**config.mk**
```make
export PLATFORM = sky130hd
export DESIGN_NAME = rljc_top
export DESIGN_NICKNAME = d
export VERILOG_FILES = /design/src/include/rljc_pkg.sv /design/src/logic/rljc_wrap.sv /design/src/logic/rljc_top.sv
export SDC_FILE = /design/constraint.sdc
export NUM_CORES = 1
export LEC_CHECK = 0
export BUFFER_PORTS_ARGS = -buffer_cell sky130_fd_sc_hd__buf_2
export CORE_MARGIN = 2
export CORE_UTILIZATION = 63
export DETAILED_ROUTE_END_ITERATION = 8
export GPL_TIMING_DRIVEN = 0
export PLACE_DENSITY = 0.9
export SYNTH_ARGS = -nofsm -noshare
export SYNTH_HDL_FRONTEND = slang
export SYNTH_SLANG_ARGS = --single-unit
```
**constraint.sdc**
```tcl
create_clock -name mclk -period 31.8 [get_ports mclk]
set_input_delay 6.36 -clock mclk [delete_from_list [all_inputs] [get_ports mclk]]
set_output_delay 6.36 -clock mclk [all_outputs]
set_load 0.05 [all_outputs]
```
**src/include/rljc_pkg.sv**
```systemverilog
// constants and types for the rotary limit and jog controller
package rljc_pkg;
    // position unit is 0.001 degree
    localparam int POS_W = 20;
    localparam int SET_W = 21;
    localparam logic [POS_W-1:0] FULL_TURN = 20'h57e40;
    localparam logic [POS_W-1:0] POS_RESET = 20'h00000;
    localparam int SPD_W = 16;
    localparam logic [SPD_W-1:0] SPD_ZERO = 16'h0000;
    localparam logic [7:0] ACC_RESET = 8'h00;
    localparam logic [1:0] MULT_X1 = 2'h0;
    localparam logic [1:0] MULT_X10 = 2'h1;
    localparam logic [1:0] MULT_X100 = 2'h2;
    localparam logic [7:0] FACT_X1 = 8'h01;
    localparam logic [7:0] FACT_X10 = 8'h0a;
    localparam logic [7:0] FACT_X100 = 8'h64;
    localparam logic [1:0] QUAD_FWD_STEP = 2'h1;
    localparam logic [1:0] QUAD_REV_STEP = 2'h2;

    typedef enum logic [1:0] {
        RLJC_IDLE = 2'b00,
        RLJC_JOG_CCW = 2'b01,
        RLJC_JOG_CW = 2'b10
    } rljc_state_t;
endpackage : rljc_pkg

```
**src/logic/rljc_wrap.sv**
```systemverilog
// converts a signed degree setting into the 0..359.999 ring
`timescale 1ns/1ps
`default_nettype none
module rljc_wrap
    import rljc_pkg::*;
(
    input wire logic [rljc_pkg::SET_W-1:0] set_in,
    output logic [rljc_pkg::POS_W-1:0] ring_out
);
    logic signed [SET_W:0] full_s;
    logic signed [SET_W:0] v;
    logic signed [SET_W:0] q;
    always_comb
    begin
        full_s = $signed({2'b00, FULL_TURN});
        v = $signed({set_in[SET_W-1], set_in});
        q = v / full_s;
        ring_out = v[POS_W-1:0];
        if (v >= full_s)
        begin
            ring_out = POS_W'(v % full_s);
        end
        else if (v < 0 && v > -full_s)
        begin
            ring_out = POS_W'(v + full_s);
        end
        else if (v < 0)
        begin
            // quotient form kept as specified for large negatives
            ring_out = POS_W'(full_s + q);
        end
    end
endmodule : rljc_wrap
`default_nettype wire

```
**src/logic/rljc_top.sv**
```systemverilog
// rotary limit, range output, jog and handwheel control
// Overview of operation
// - positions wrap as a ring address
// - limit settings kept within 0..359.999
// - settings above 360 taken modulo 360
// - small negative settings get 360 added
// - large negatives become 360 plus quotient
// - motion allowed only on ccw arc
// - equal limits disable the limit check
// - range addresses kept within 0..359.999
// - range window is ccw arc minus-to-plus
// - manual mode when mode input off
// - forward start jogs at jog speed
// - direction parameter swaps ccw and cw
// - reverse start jogs opposite direction
// - both or neither start stops jog
// - handwheel counts scaled by multiplier
// - multiplier inputs override the parameter
// - parameter codes 0,1,2 give 1,10,100
// - handwheel direction follows direction parameter
// - handwheel adds to jog motion
`timescale 1ns/1ps
`default_nettype none
module rljc_top
    import rljc_pkg::*;
#(
    parameter int ACC_W = 8
)
(
    input wire logic mclk,
    input wire logic srst,
    input wire logic op_mode_select,
    input wire logic fwd_start_in,
    input wire logic rev_start_in,
    input wire logic [4:0] table_select_in,
    input wire logic mult_sel_low,
    input wire logic mult_sel_high,
    input wire logic rotation_direction_param,
    input wire logic [1:0] handwheel_mult_param,
    input wire logic [rljc_pkg::SPD_W-1:0] jog_speed_param,
    input wire logic [ACC_W-1:0] jog_accel_step,
    input wire logic [rljc_pkg::SET_W-1:0] soft_limit_plus,
    input wire logic [rljc_pkg::SET_W-1:0] soft_limit_minus,
    input wire logic [rljc_pkg::SET_W-1:0] range_out_plus,
    input wire logic [rljc_pkg::SET_W-1:0] range_out_minus,
    input wire logic hw_phase_a,
    input wire logic hw_phase_b,
    output logic [rljc_pkg::POS_W-1:0] cmd_pos,
    output logic [rljc_pkg::POS_W-1:0] cur_pos,
    output logic [rljc_pkg::SPD_W-1:0] jog_speed_out,
    output logic motor_ccw,
    output logic motor_cw,
    output logic manual_mode,
    output logic limit_hit,
    output logic range_out_flag
);
    import rljc_pkg::*;

    typedef struct packed {
        rljc_state_t st;
        logic [POS_W-1:0] cmd;
        logic [POS_W-1:0] cur;
        logic [SPD_W-1:0] spd;
        logic [ACC_W-1:0] acc;
        logic [1:0] ab;
        logic ccw;
        logic cw;
        logic manual;
        logic lim;
        logic rng;
    } rljc_regs_t;

    rljc_regs_t s_reg;
    rljc_regs_t s_next;

    logic [POS_W-1:0] lim_p;
    logic [POS_W-1:0] lim_m;
    logic [POS_W-1:0] rng_p;
    logic [POS_W-1:0] rng_m;

    // all four settings folded into the ring before any comparison
    rljc_wrap u_wlp (.set_in(soft_limit_plus), .ring_out(lim_p));
    rljc_wrap u_wlm (.set_in(soft_limit_minus), .ring_out(lim_m));
    rljc_wrap u_wrp (.set_in(range_out_plus), .ring_out(rng_p));
    rljc_wrap u_wrm (.set_in(range_out_minus), .ring_out(rng_m));

    function automatic logic on_arc(
        input logic [POS_W-1:0] p,
        input logic [POS_W-1:0] start,
        input logic [POS_W-1:0] stop
    );
        // ccw arc from start to stop, may straddle zero
        if (start <= stop)
            return (p >= start) && (p <= stop);
        else
            return (p >= start) || (p <= stop);
    endfunction : on_arc

    function automatic logic [POS_W-1:0] ring_step(
        input logic [POS_W-1:0] p,
        input logic [POS_W-1:0] d,
        input logic up
    );
        logic [POS_W:0] t;
        t = '0;
        if (up)
        begin
            t = {1'b0, p} + {1'b0, d};
            if (t >= {1'b0, FULL_TURN})
                t = t - {1'b0, FULL_TURN};
        end
        else
        begin
            t = {1'b0, p} + {1'b0, FULL_TURN} - {1'b0, d};
            if (t >= {1'b0, FULL_TURN})
                t = t - {1'b0, FULL_TURN};
        end
        return t[POS_W-1:0];
    endfunction : ring_step

    logic [7:0] hw_fact;
    logic hw_fwd;
    logic hw_rev;
    logic jog_want;
    logic jog_dir_ccw;
    logic hw_ccw;
    logic lim_on;
    logic [POS_W-1:0] cand;
    logic [POS_W-1:0] jog_d;
    logic move;
    logic move_ccw;
    logic [POS_W-1:0] move_d;

    always_comb
    begin
        unique case ({mult_sel_high, mult_sel_low})
            2'b01: hw_fact = FACT_X1;
            2'b10: hw_fact = FACT_X10;
            2'b11: hw_fact = FACT_X100;
            default:
            begin
                // parameter codes, unknown code falls back to x1
                if (handwheel_mult_param == MULT_X10)
                    hw_fact = FACT_X10;
                else if (handwheel_mult_param == MULT_X100)
                    hw_fact = FACT_X100;
                else
                    hw_fact = FACT_X1;
            end
        endcase
    end

    always_comb
    begin
        s_next = s_reg;
        // table select input not used in any mode
        s_next.manual = !op_mode_select;
        s_next.ab = {hw_phase_a, hw_phase_b};
        // one count per quadrature edge; direction by gray step
        hw_fwd = 1'b0;
        hw_rev = 1'b0;
        if (!op_mode_select && s_reg.ab != {hw_phase_a, hw_phase_b})
        begin
            // a leads b: old a equals new b on every forward step
            hw_fwd = (s_reg.ab[1] == hw_phase_b);
            hw_rev = !hw_fwd;
        end
        jog_want = !op_mode_select && (fwd_start_in ^ rev_start_in);
        jog_dir_ccw = fwd_start_in ^ rotation_direction_param;
        hw_ccw = hw_fwd ^ rotation_direction_param;
        lim_on = (lim_p != lim_m);

        unique case (s_reg.st)
            RLJC_IDLE:
            begin
                if (jog_want)
                    s_next.st = jog_dir_ccw ? RLJC_JOG_CCW : RLJC_JOG_CW;
            end
            RLJC_JOG_CCW, RLJC_JOG_CW:
            begin
                if (!jog_want)
                    s_next.st = RLJC_IDLE;
                else
                    s_next.st = jog_dir_ccw ? RLJC_JOG_CCW : RLJC_JOG_CW;
            end
            default: s_next.st = RLJC_IDLE;
        endcase

        // simple ramp toward jog speed, one unit per cycle
        if (s_reg.st != RLJC_IDLE && s_next.st == s_reg.st)
        begin
            if (s_reg.spd < jog_speed_param)
                s_next.spd = s_reg.spd + 1'b1;
            else
                s_next.spd = jog_speed_param;
        end
        else
            s_next.spd = SPD_ZERO;
        s_next.acc = s_reg.acc + jog_accel_step;

        // position advances by the current speed on each accumulator wrap
        jog_d = (s_reg.st != RLJC_IDLE && s_reg.spd != SPD_ZERO
                 && s_next.acc < s_reg.acc) ? POS_W'(s_reg.spd) : '0;
        move = 1'b0;
        move_ccw = 1'b1;
        move_d = '0;
        // handwheel merged on top of jog motion
        if (hw_fwd || hw_rev)
        begin
            move = 1'b1;
            move_ccw = hw_ccw;
            move_d = POS_W'(hw_fact);
            if (jog_d != '0)
            begin
                if (hw_ccw == (s_reg.st == RLJC_JOG_CCW))
                    move_d = move_d + jog_d;
                else if (jog_d >= move_d)
                begin
                    move_d = jog_d - move_d;
                    move_ccw = (s_reg.st == RLJC_JOG_CCW);
                end
                else
                    move_d = move_d - jog_d;
            end
        end
        else if (jog_d != '0)
        begin
            move = 1'b1;
            move_ccw = (s_reg.st == RLJC_JOG_CCW);
            move_d = jog_d;
        end

        cand = ring_step(s_reg.cmd, move_d, move_ccw);
        s_next.lim = 1'b0;
        if (move)
        begin
            // target outside ccw arc minus-to-plus is refused
            if (lim_on && !on_arc(cand, lim_m, lim_p))
                s_next.lim = 1'b1;
            else
                s_next.cmd = cand;
        end
        // cur follows the command one cycle later
        s_next.cur = s_reg.cmd;
        if (s_next.lim)
            s_next.spd = SPD_ZERO;
        s_next.ccw = (s_next.st == RLJC_JOG_CCW) && !s_next.lim;
        s_next.cw = (s_next.st == RLJC_JOG_CW) && !s_next.lim;
        s_next.rng = on_arc(s_reg.cur, rng_m, rng_p);
    end

    always_ff @(posedge mclk)
    begin
        if (srst)
        begin
            s_reg.st <= RLJC_IDLE;
            s_reg.cmd <= POS_RESET;
            s_reg.cur <= POS_RESET;
            s_reg.spd <= SPD_ZERO;
            s_reg.acc <= ACC_W'(ACC_RESET);
            // take the idle phase so release gives no false count
            s_reg.ab <= {hw_phase_a, hw_phase_b};
            s_reg.ccw <= 1'b0;
            s_reg.cw <= 1'b0;
            s_reg.manual <= 1'b0;
            s_reg.lim <= 1'b0;
            s_reg.rng <= 1'b0;
        end
        else
            s_reg <= s_next;
    end

    assign cmd_pos = s_reg.cmd;
    assign cur_pos = s_reg.cur;
    assign jog_speed_out = s_reg.spd;
    assign motor_ccw = s_reg.ccw;
    assign motor_cw = s_reg.cw;
    assign manual_mode = s_reg.manual;
    assign limit_hit = s_reg.lim;
    assign range_out_flag = s_reg.rng;
endmodule : rljc_top
`default_nettype wire

```
# Yosys cells after proc, flatten, opt, wreduce, memory -nomap -nowiden
# Cells that the tools add are included.
totals:
  regBits: 73
  inputBits: 125
  out_inout_bits: 61
  word_cells: 150
op_classes:
  addsub: 18
  n_div: 8
  n_lt_le_gt_ge: 23
  n_eq_ne: 14
  muxes: 43
  n_bitwise: 5
  n_reduce_logical: 28
ops:
  columns: ["op", "count"]
  rows:
  - ["$mux W20", 19]
  - ["$div A22 B20 Y22 const B", 4]
  - ["$mod A22 B20 Y22 const B", 4]
  - ["$ge A21 B20 Y1 const B", 4]
  - ["$gt A21 B20 Y1 const B", 4]
  - ["$lt A21 B1 Y1 const B", 4]
  - ["$add A20 B20 Y20 const A", 4]
  - ["$add A20 B20 Y20 const B", 4]
  - ["$le A20 B20 Y1", 4]
  - ["$mux W16", 3]
  - ["$ge A21 B19 Y1 const B", 2]
  - ["$ge A20 B20 Y1", 2]
  - ["$sub A20 B19 Y20 const B", 2]
  - ["$add A20 B19 Y21 const B", 1]
  - ["$add A20 B20 Y21", 1]
  - ["$pmux W7 S3", 1]
  - ["$sub A21 B20 Y21", 1]
  - ["$ne A20 B20 Y1", 1]
  - ["$reduce_bool A20 Y1", 1]
  - ["$add A8 B16 Y17", 1]
  - ["$sub A16 B8 Y17", 1]
  - ["$sub A8 B16 Y17", 1]
  - ["$add A16 B1 Y16 const B", 1]
  - ["$ge A16 B8 Y1", 1]
  - ["other kinds (23)", 68]

# Longest topological paths before layout
depth:
  depth_word: 23
  depth_mapped: 72
  mapped_depth_nobuf: 66

# Cells and area by module
# From an unflattened synthesis, not the netlist that was laid out.
hier_totals:
  cells_unflattened: 3223
  hier_area_um2: 22750.6
by_module_without_submodules:
  columns: ["mod", "n_inst", "cells_per_inst", "area_per_inst_um2", "seq_area_each_um2"]
  rows:
  - ["rljc_top", 1, 1667, 12649.6, 1461.4]
  - ["rljc_wrap at u_wlm ...", 3, 385, 2506.2, 0.0]
  - ["rljc_wrap at u_wrp", 1, 401, 2582.5, 0.0]

# Worst setup path before layout
# OpenSTA, ideal clock, no wires.
synth_path:
  kind: "in2reg"
  startpoint: "input port jog_accel_step[0]"
  endpoint: "register s_reg (netlist bit cmd_pos[7])"
  setup_ps: 59
  t_arrival_ps: 18838
  t_required_ps: 31741
  slack_ps: 12904
  path_stages: 66
  n_path_buf: 6
  path_cell_list: "ha_1 inv_1 fa_1 inv_1 a21oi_1 o21bai_1 a21oi_1 nor2_1 nor2_1 xnor2_1 ha_1 or2_2 a2111o_1 o21ai_0 clkbuf_1 clkbuf_1 buf_1 nand2_1 [30 not listed] ha_1 a21o_1 a21o_1 a21o_1 a21oi_1 nor2b_1 o21ai_0 nand2_1 a21o_1 a21oi_1 a2111o_1 o311ai_1 a41oi_1 a311oi_1 a2111oi_4 buf_6 nand2_1 nand2_1"
synth_rtl:
  columns: ["item", "line", "rtl"]
  rows:
  - ["from (decl)", "rljc_top.sv:41", "input wire logic [ACC_W-1:0] jog_accel_step,"]
  - ["to (signal assigned)", "rljc_top.sv:270", "s_reg <= s_next;"]
  - ["to (decl)", "rljc_top.sv:73", "rljc_regs_t s_reg;"]

==> reports/results.ini <==
[worst_setup_path]
reg2regPathDepth = 63
r2r-end = cmd_pos[11]
r2r_slack_ns = 15.04
crit_top_cell = a21oi_1
critPathArrivalTime_ns = 22.87
cp.required_ns = 32.07
cpPeakStageDelay_ns = 1.05
cp-end-kind = register
crit_slowest_cell = o41ai_1
cp-start-kind = input port
path_delay_family = compound AO/OA/AOI/OAI gates
r2r_start = s_reg[8]
worstSetupPathType = in2reg
cp_max_fo = 10
cp_num_buf_inv = 10

[pwr]
p_leak_nw = 10.6
power_density_nw_per_um2 = 50.2
peakVddDrop_mv = 0.0665

[global_route]
grt_pass1_vias = 23000
grt_first_pass_wirelength_um = 118000
overflow = 0
antenna_found_initial = 0
grt_max_degree = 14
track_usage_pct = 39.8

[sta]
fin_crit_sh_pct = 71.1
rsz0062_at_grt = false
finClkSkew_ns = 0.00924
fmax_mhz = 44.3
finalSetupViolCount = 0
fin_crit_ns = 22.59
maxSlewViolCount = 0
whs_ns = 0.522
tightest_slew_ns = 1.20
slew_headroom_pct = 19.3
hold_violations = 0
setup-tns-final_ns = 0

[floorplanning]
io_pins = 186
rows = 67
die_w_um = 188
placeableCoreArea_sq_um = 33500
die_h_um = 188
dieArea_sq_um = 35500
initial_core_util_pct = 63.9

[synthesis]
ys_ff_latch = 73
synth_seq_area_share_pct = 6.82
synth_cells = 3155
avgSynthCellArea_sq_um = 6.79
synth_top_flop_cell = dfxtp_1
syn-cell-area_sq_um = 21400
synth.distinct_cells = 105
synth-edff-count = 0
ys.warnings.count = 0
ys_async_sr_fraction_pct = 0

[placed_design]
place.gp.congestion = 0.988
dpl.hpwl_um = 60000
portBuffers = 158

[route]
dr.pass1.iters = 9
wire_per_inst_um = 19.4
vias_per_cell = 6.59
wl_um = 73400
ant_nets = 0
drc = 0
num_vias = 24900
drtIter0Drc = 2775

[clock_tree]
ctsLongestPathBuffers = 2
cts_buffers = 9
clk_latency_ns = 0.34
cts_tree = yes
ctsHoldBuffers = 0
cts_resized = 0
h-tree-depth = 3
clk_pin_slew_ns = 0.06
cts_num_sinks = 73
cts_setup_buffers = 0
cts_root_buf = clkbuf_16

[hold_path]
min_path_cells = 2
min_path_type = reg2reg
worstHoldEndpoint = cur_pos[18]
worstHoldStart = cmd_pos[18]

[run_status]
status = finished clean

[final_layout]
nNetsFinal = 3744
areaGrowthSynthToFinish_pct = 7.91
drive_above_1_share_pct = 9.78
diodes = 0

[flow_run]
drv_cap = 0

[through the flow]
| step | std cells | utilization (%) | total power, mW | setup slack, ns | cell area, sq um |
|---|---|---|---|---|---|
| after global placement | 3764 | 68.0 | 0.983 | 9.97 | 22800 |
| final | 3781 | 69.0 | 1.16 | 9.21 | 23100 |
| after floorplan | 3158 | - | 0.785 | 12.90 | 21400 |
| after detailed placement | 3764 | 68.0 | 1.01 | 9.56 | 22800 |
| after CTS | 3780 | 68.9 | 1.13 | 9.81 | 23100 |
| after global routing | 3781 | 69.0 | 1.25 | 8.27 | 23100 |
[tightest hold or removal path: cells and delay by family (launching register included)]
kind / cells / cell delay, ns
DFF: 1 / 0.33
and+or+nand+nor: 1 / 0.05
buffers and inverters: 1 / 0.08
[logic make-up after synthesis]
group	share of synthesized area (%)
adders and majority gates	17.3
xor gates and xnor gates	9.20
DFF	6.82
other	0.0175
muxes	2.15
and+or+nand+nor	26.8
buffers and inverters	8.57
AOI/OAI and AO/OA	29.1
[per-layer routing]
metal  global-route usage [%]  share of wire [%]
met1                     53.2                 41
met2                     64.3                 44
met3                     5.51                 10
met4                     16.1                4.6
met5                        0                  0
[synth_stat cells, drive strengths merged, types with 8 or more instances]
master | n | area share (%)
o31a | 15 | 0.61
a221oi | 14 | 0.65
mux2 | 8 | 0.42
nor3 | 98 | 2.3
o22ai | 15 | 0.44
mux2i | 37 | 1.7
nand2 | 278 | 4.9
nand3 | 79 | 1.9
and4 | 10 | 0.41
or4 | 28 | 1.0
o21ai | 215 | 5.0
a21oi | 234 | 5.6
a2111oi | 12 | 0.68
nor4 | 42 | 1.4
and3 | 26 | 0.76
a21o | 85 | 3.0
a211oi | 39 | 1.4
a211o | 9 | 0.37
nor2b | 49 | 1.4
o21a | 34 | 1.2
xnor2 | 132 | 5.4
inv | 213 | 3.7
xor2 | 93 | 3.8
nand2b | 40 | 1.2
ha | 285 | 17
nor3b | 15 | 0.53
clkbuf | 134 | 2.4
a31o | 9 | 0.37
or2 | 35 | 1.0
and2 | 38 | 1.1
o31ai | 36 | 1.3
o21bai | 16 | 0.56
dfxtp | 73 | 6.8
o41ai | 16 | 0.65
a31oi | 33 | 0.96
nand4 | 44 | 1.3
or3 | 39 | 1.1
o211ai | 39 | 1.4
nor2 | 312 | 5.5
o311ai | 12 | 0.49
a21boi | 10 | 0.35
a311oi | 13 | 0.56
buf | 75 | 2.5
[cell usage in the layout (no fill, tap or decap), types with 12 or more instances in the layout]
cell      count
a221oi_1     13
o31ai_1      36
a211oi_1     38
nor4_1       37
nand3_1      78
nand2b_1     40
nor3_1       97
nand2_1     278
o41ai_1      16
or3_1        39
buf_4        56
clkbuf_1    134
a21o_1       85
o21ai_0     207
o31a_1       15
a21oi_1     231
nor2b_1      49
ha_1        285
o22ai_1      15
and2_1       38
xnor2_1     132
nor3b_1      15
nand4_1      44
or2_2        34
or4_1        25
buf_2       165
o21bai_1     16
o21a_1       34
nor2_1      312
o211ai_1     38
and3_1       26
a31oi_1      33
inv_1       211
dfxtp_1      73
xor2_1       93
a311oi_1     12
mux2i_1      37
[power by group]
group          switching (mW)  internal [mW]
logic                   0.590          0.339
clock network          0.0415         0.0690
registers              0.0169          0.105
total                   0.649          0.513
[how the worst max path moves through the flow]
| stage | end | start | cells after the start |
|---|---|---|---|
| 6_report | cmd_pos[11] | jog_accel_step[1] | 64 |
| 2_1_floorplan | cmd_pos[7] | jog_accel_step[0] | 66 |
| 5_1_grt | cmd_pos[11] | jog_accel_step[1] | 64 |
| 4_1_cts | cmd_pos[11] | jog_accel_step[1] | 64 |
| 3_3_place_gp | cmd_pos[13] | jog_accel_step[1] | 64 |
| 3_5_place_dp | cmd_pos[11] | jog_accel_step[1] | 64 |
[cell type report]
type                            instances  area (sq um)
Multi-Input combinational cell       2662         18100
Buffer                                209          1030
Timing Repair Buffer                  159           796
Clock buffer                           10           229
Sequential cell                        73          1460
Inverter                              214           803
Clock inverter                          6          92.6
Fill cell                            2961         10400
Tap cell                              448           561
Note: power is estimated with default switching activity, not from simulation.
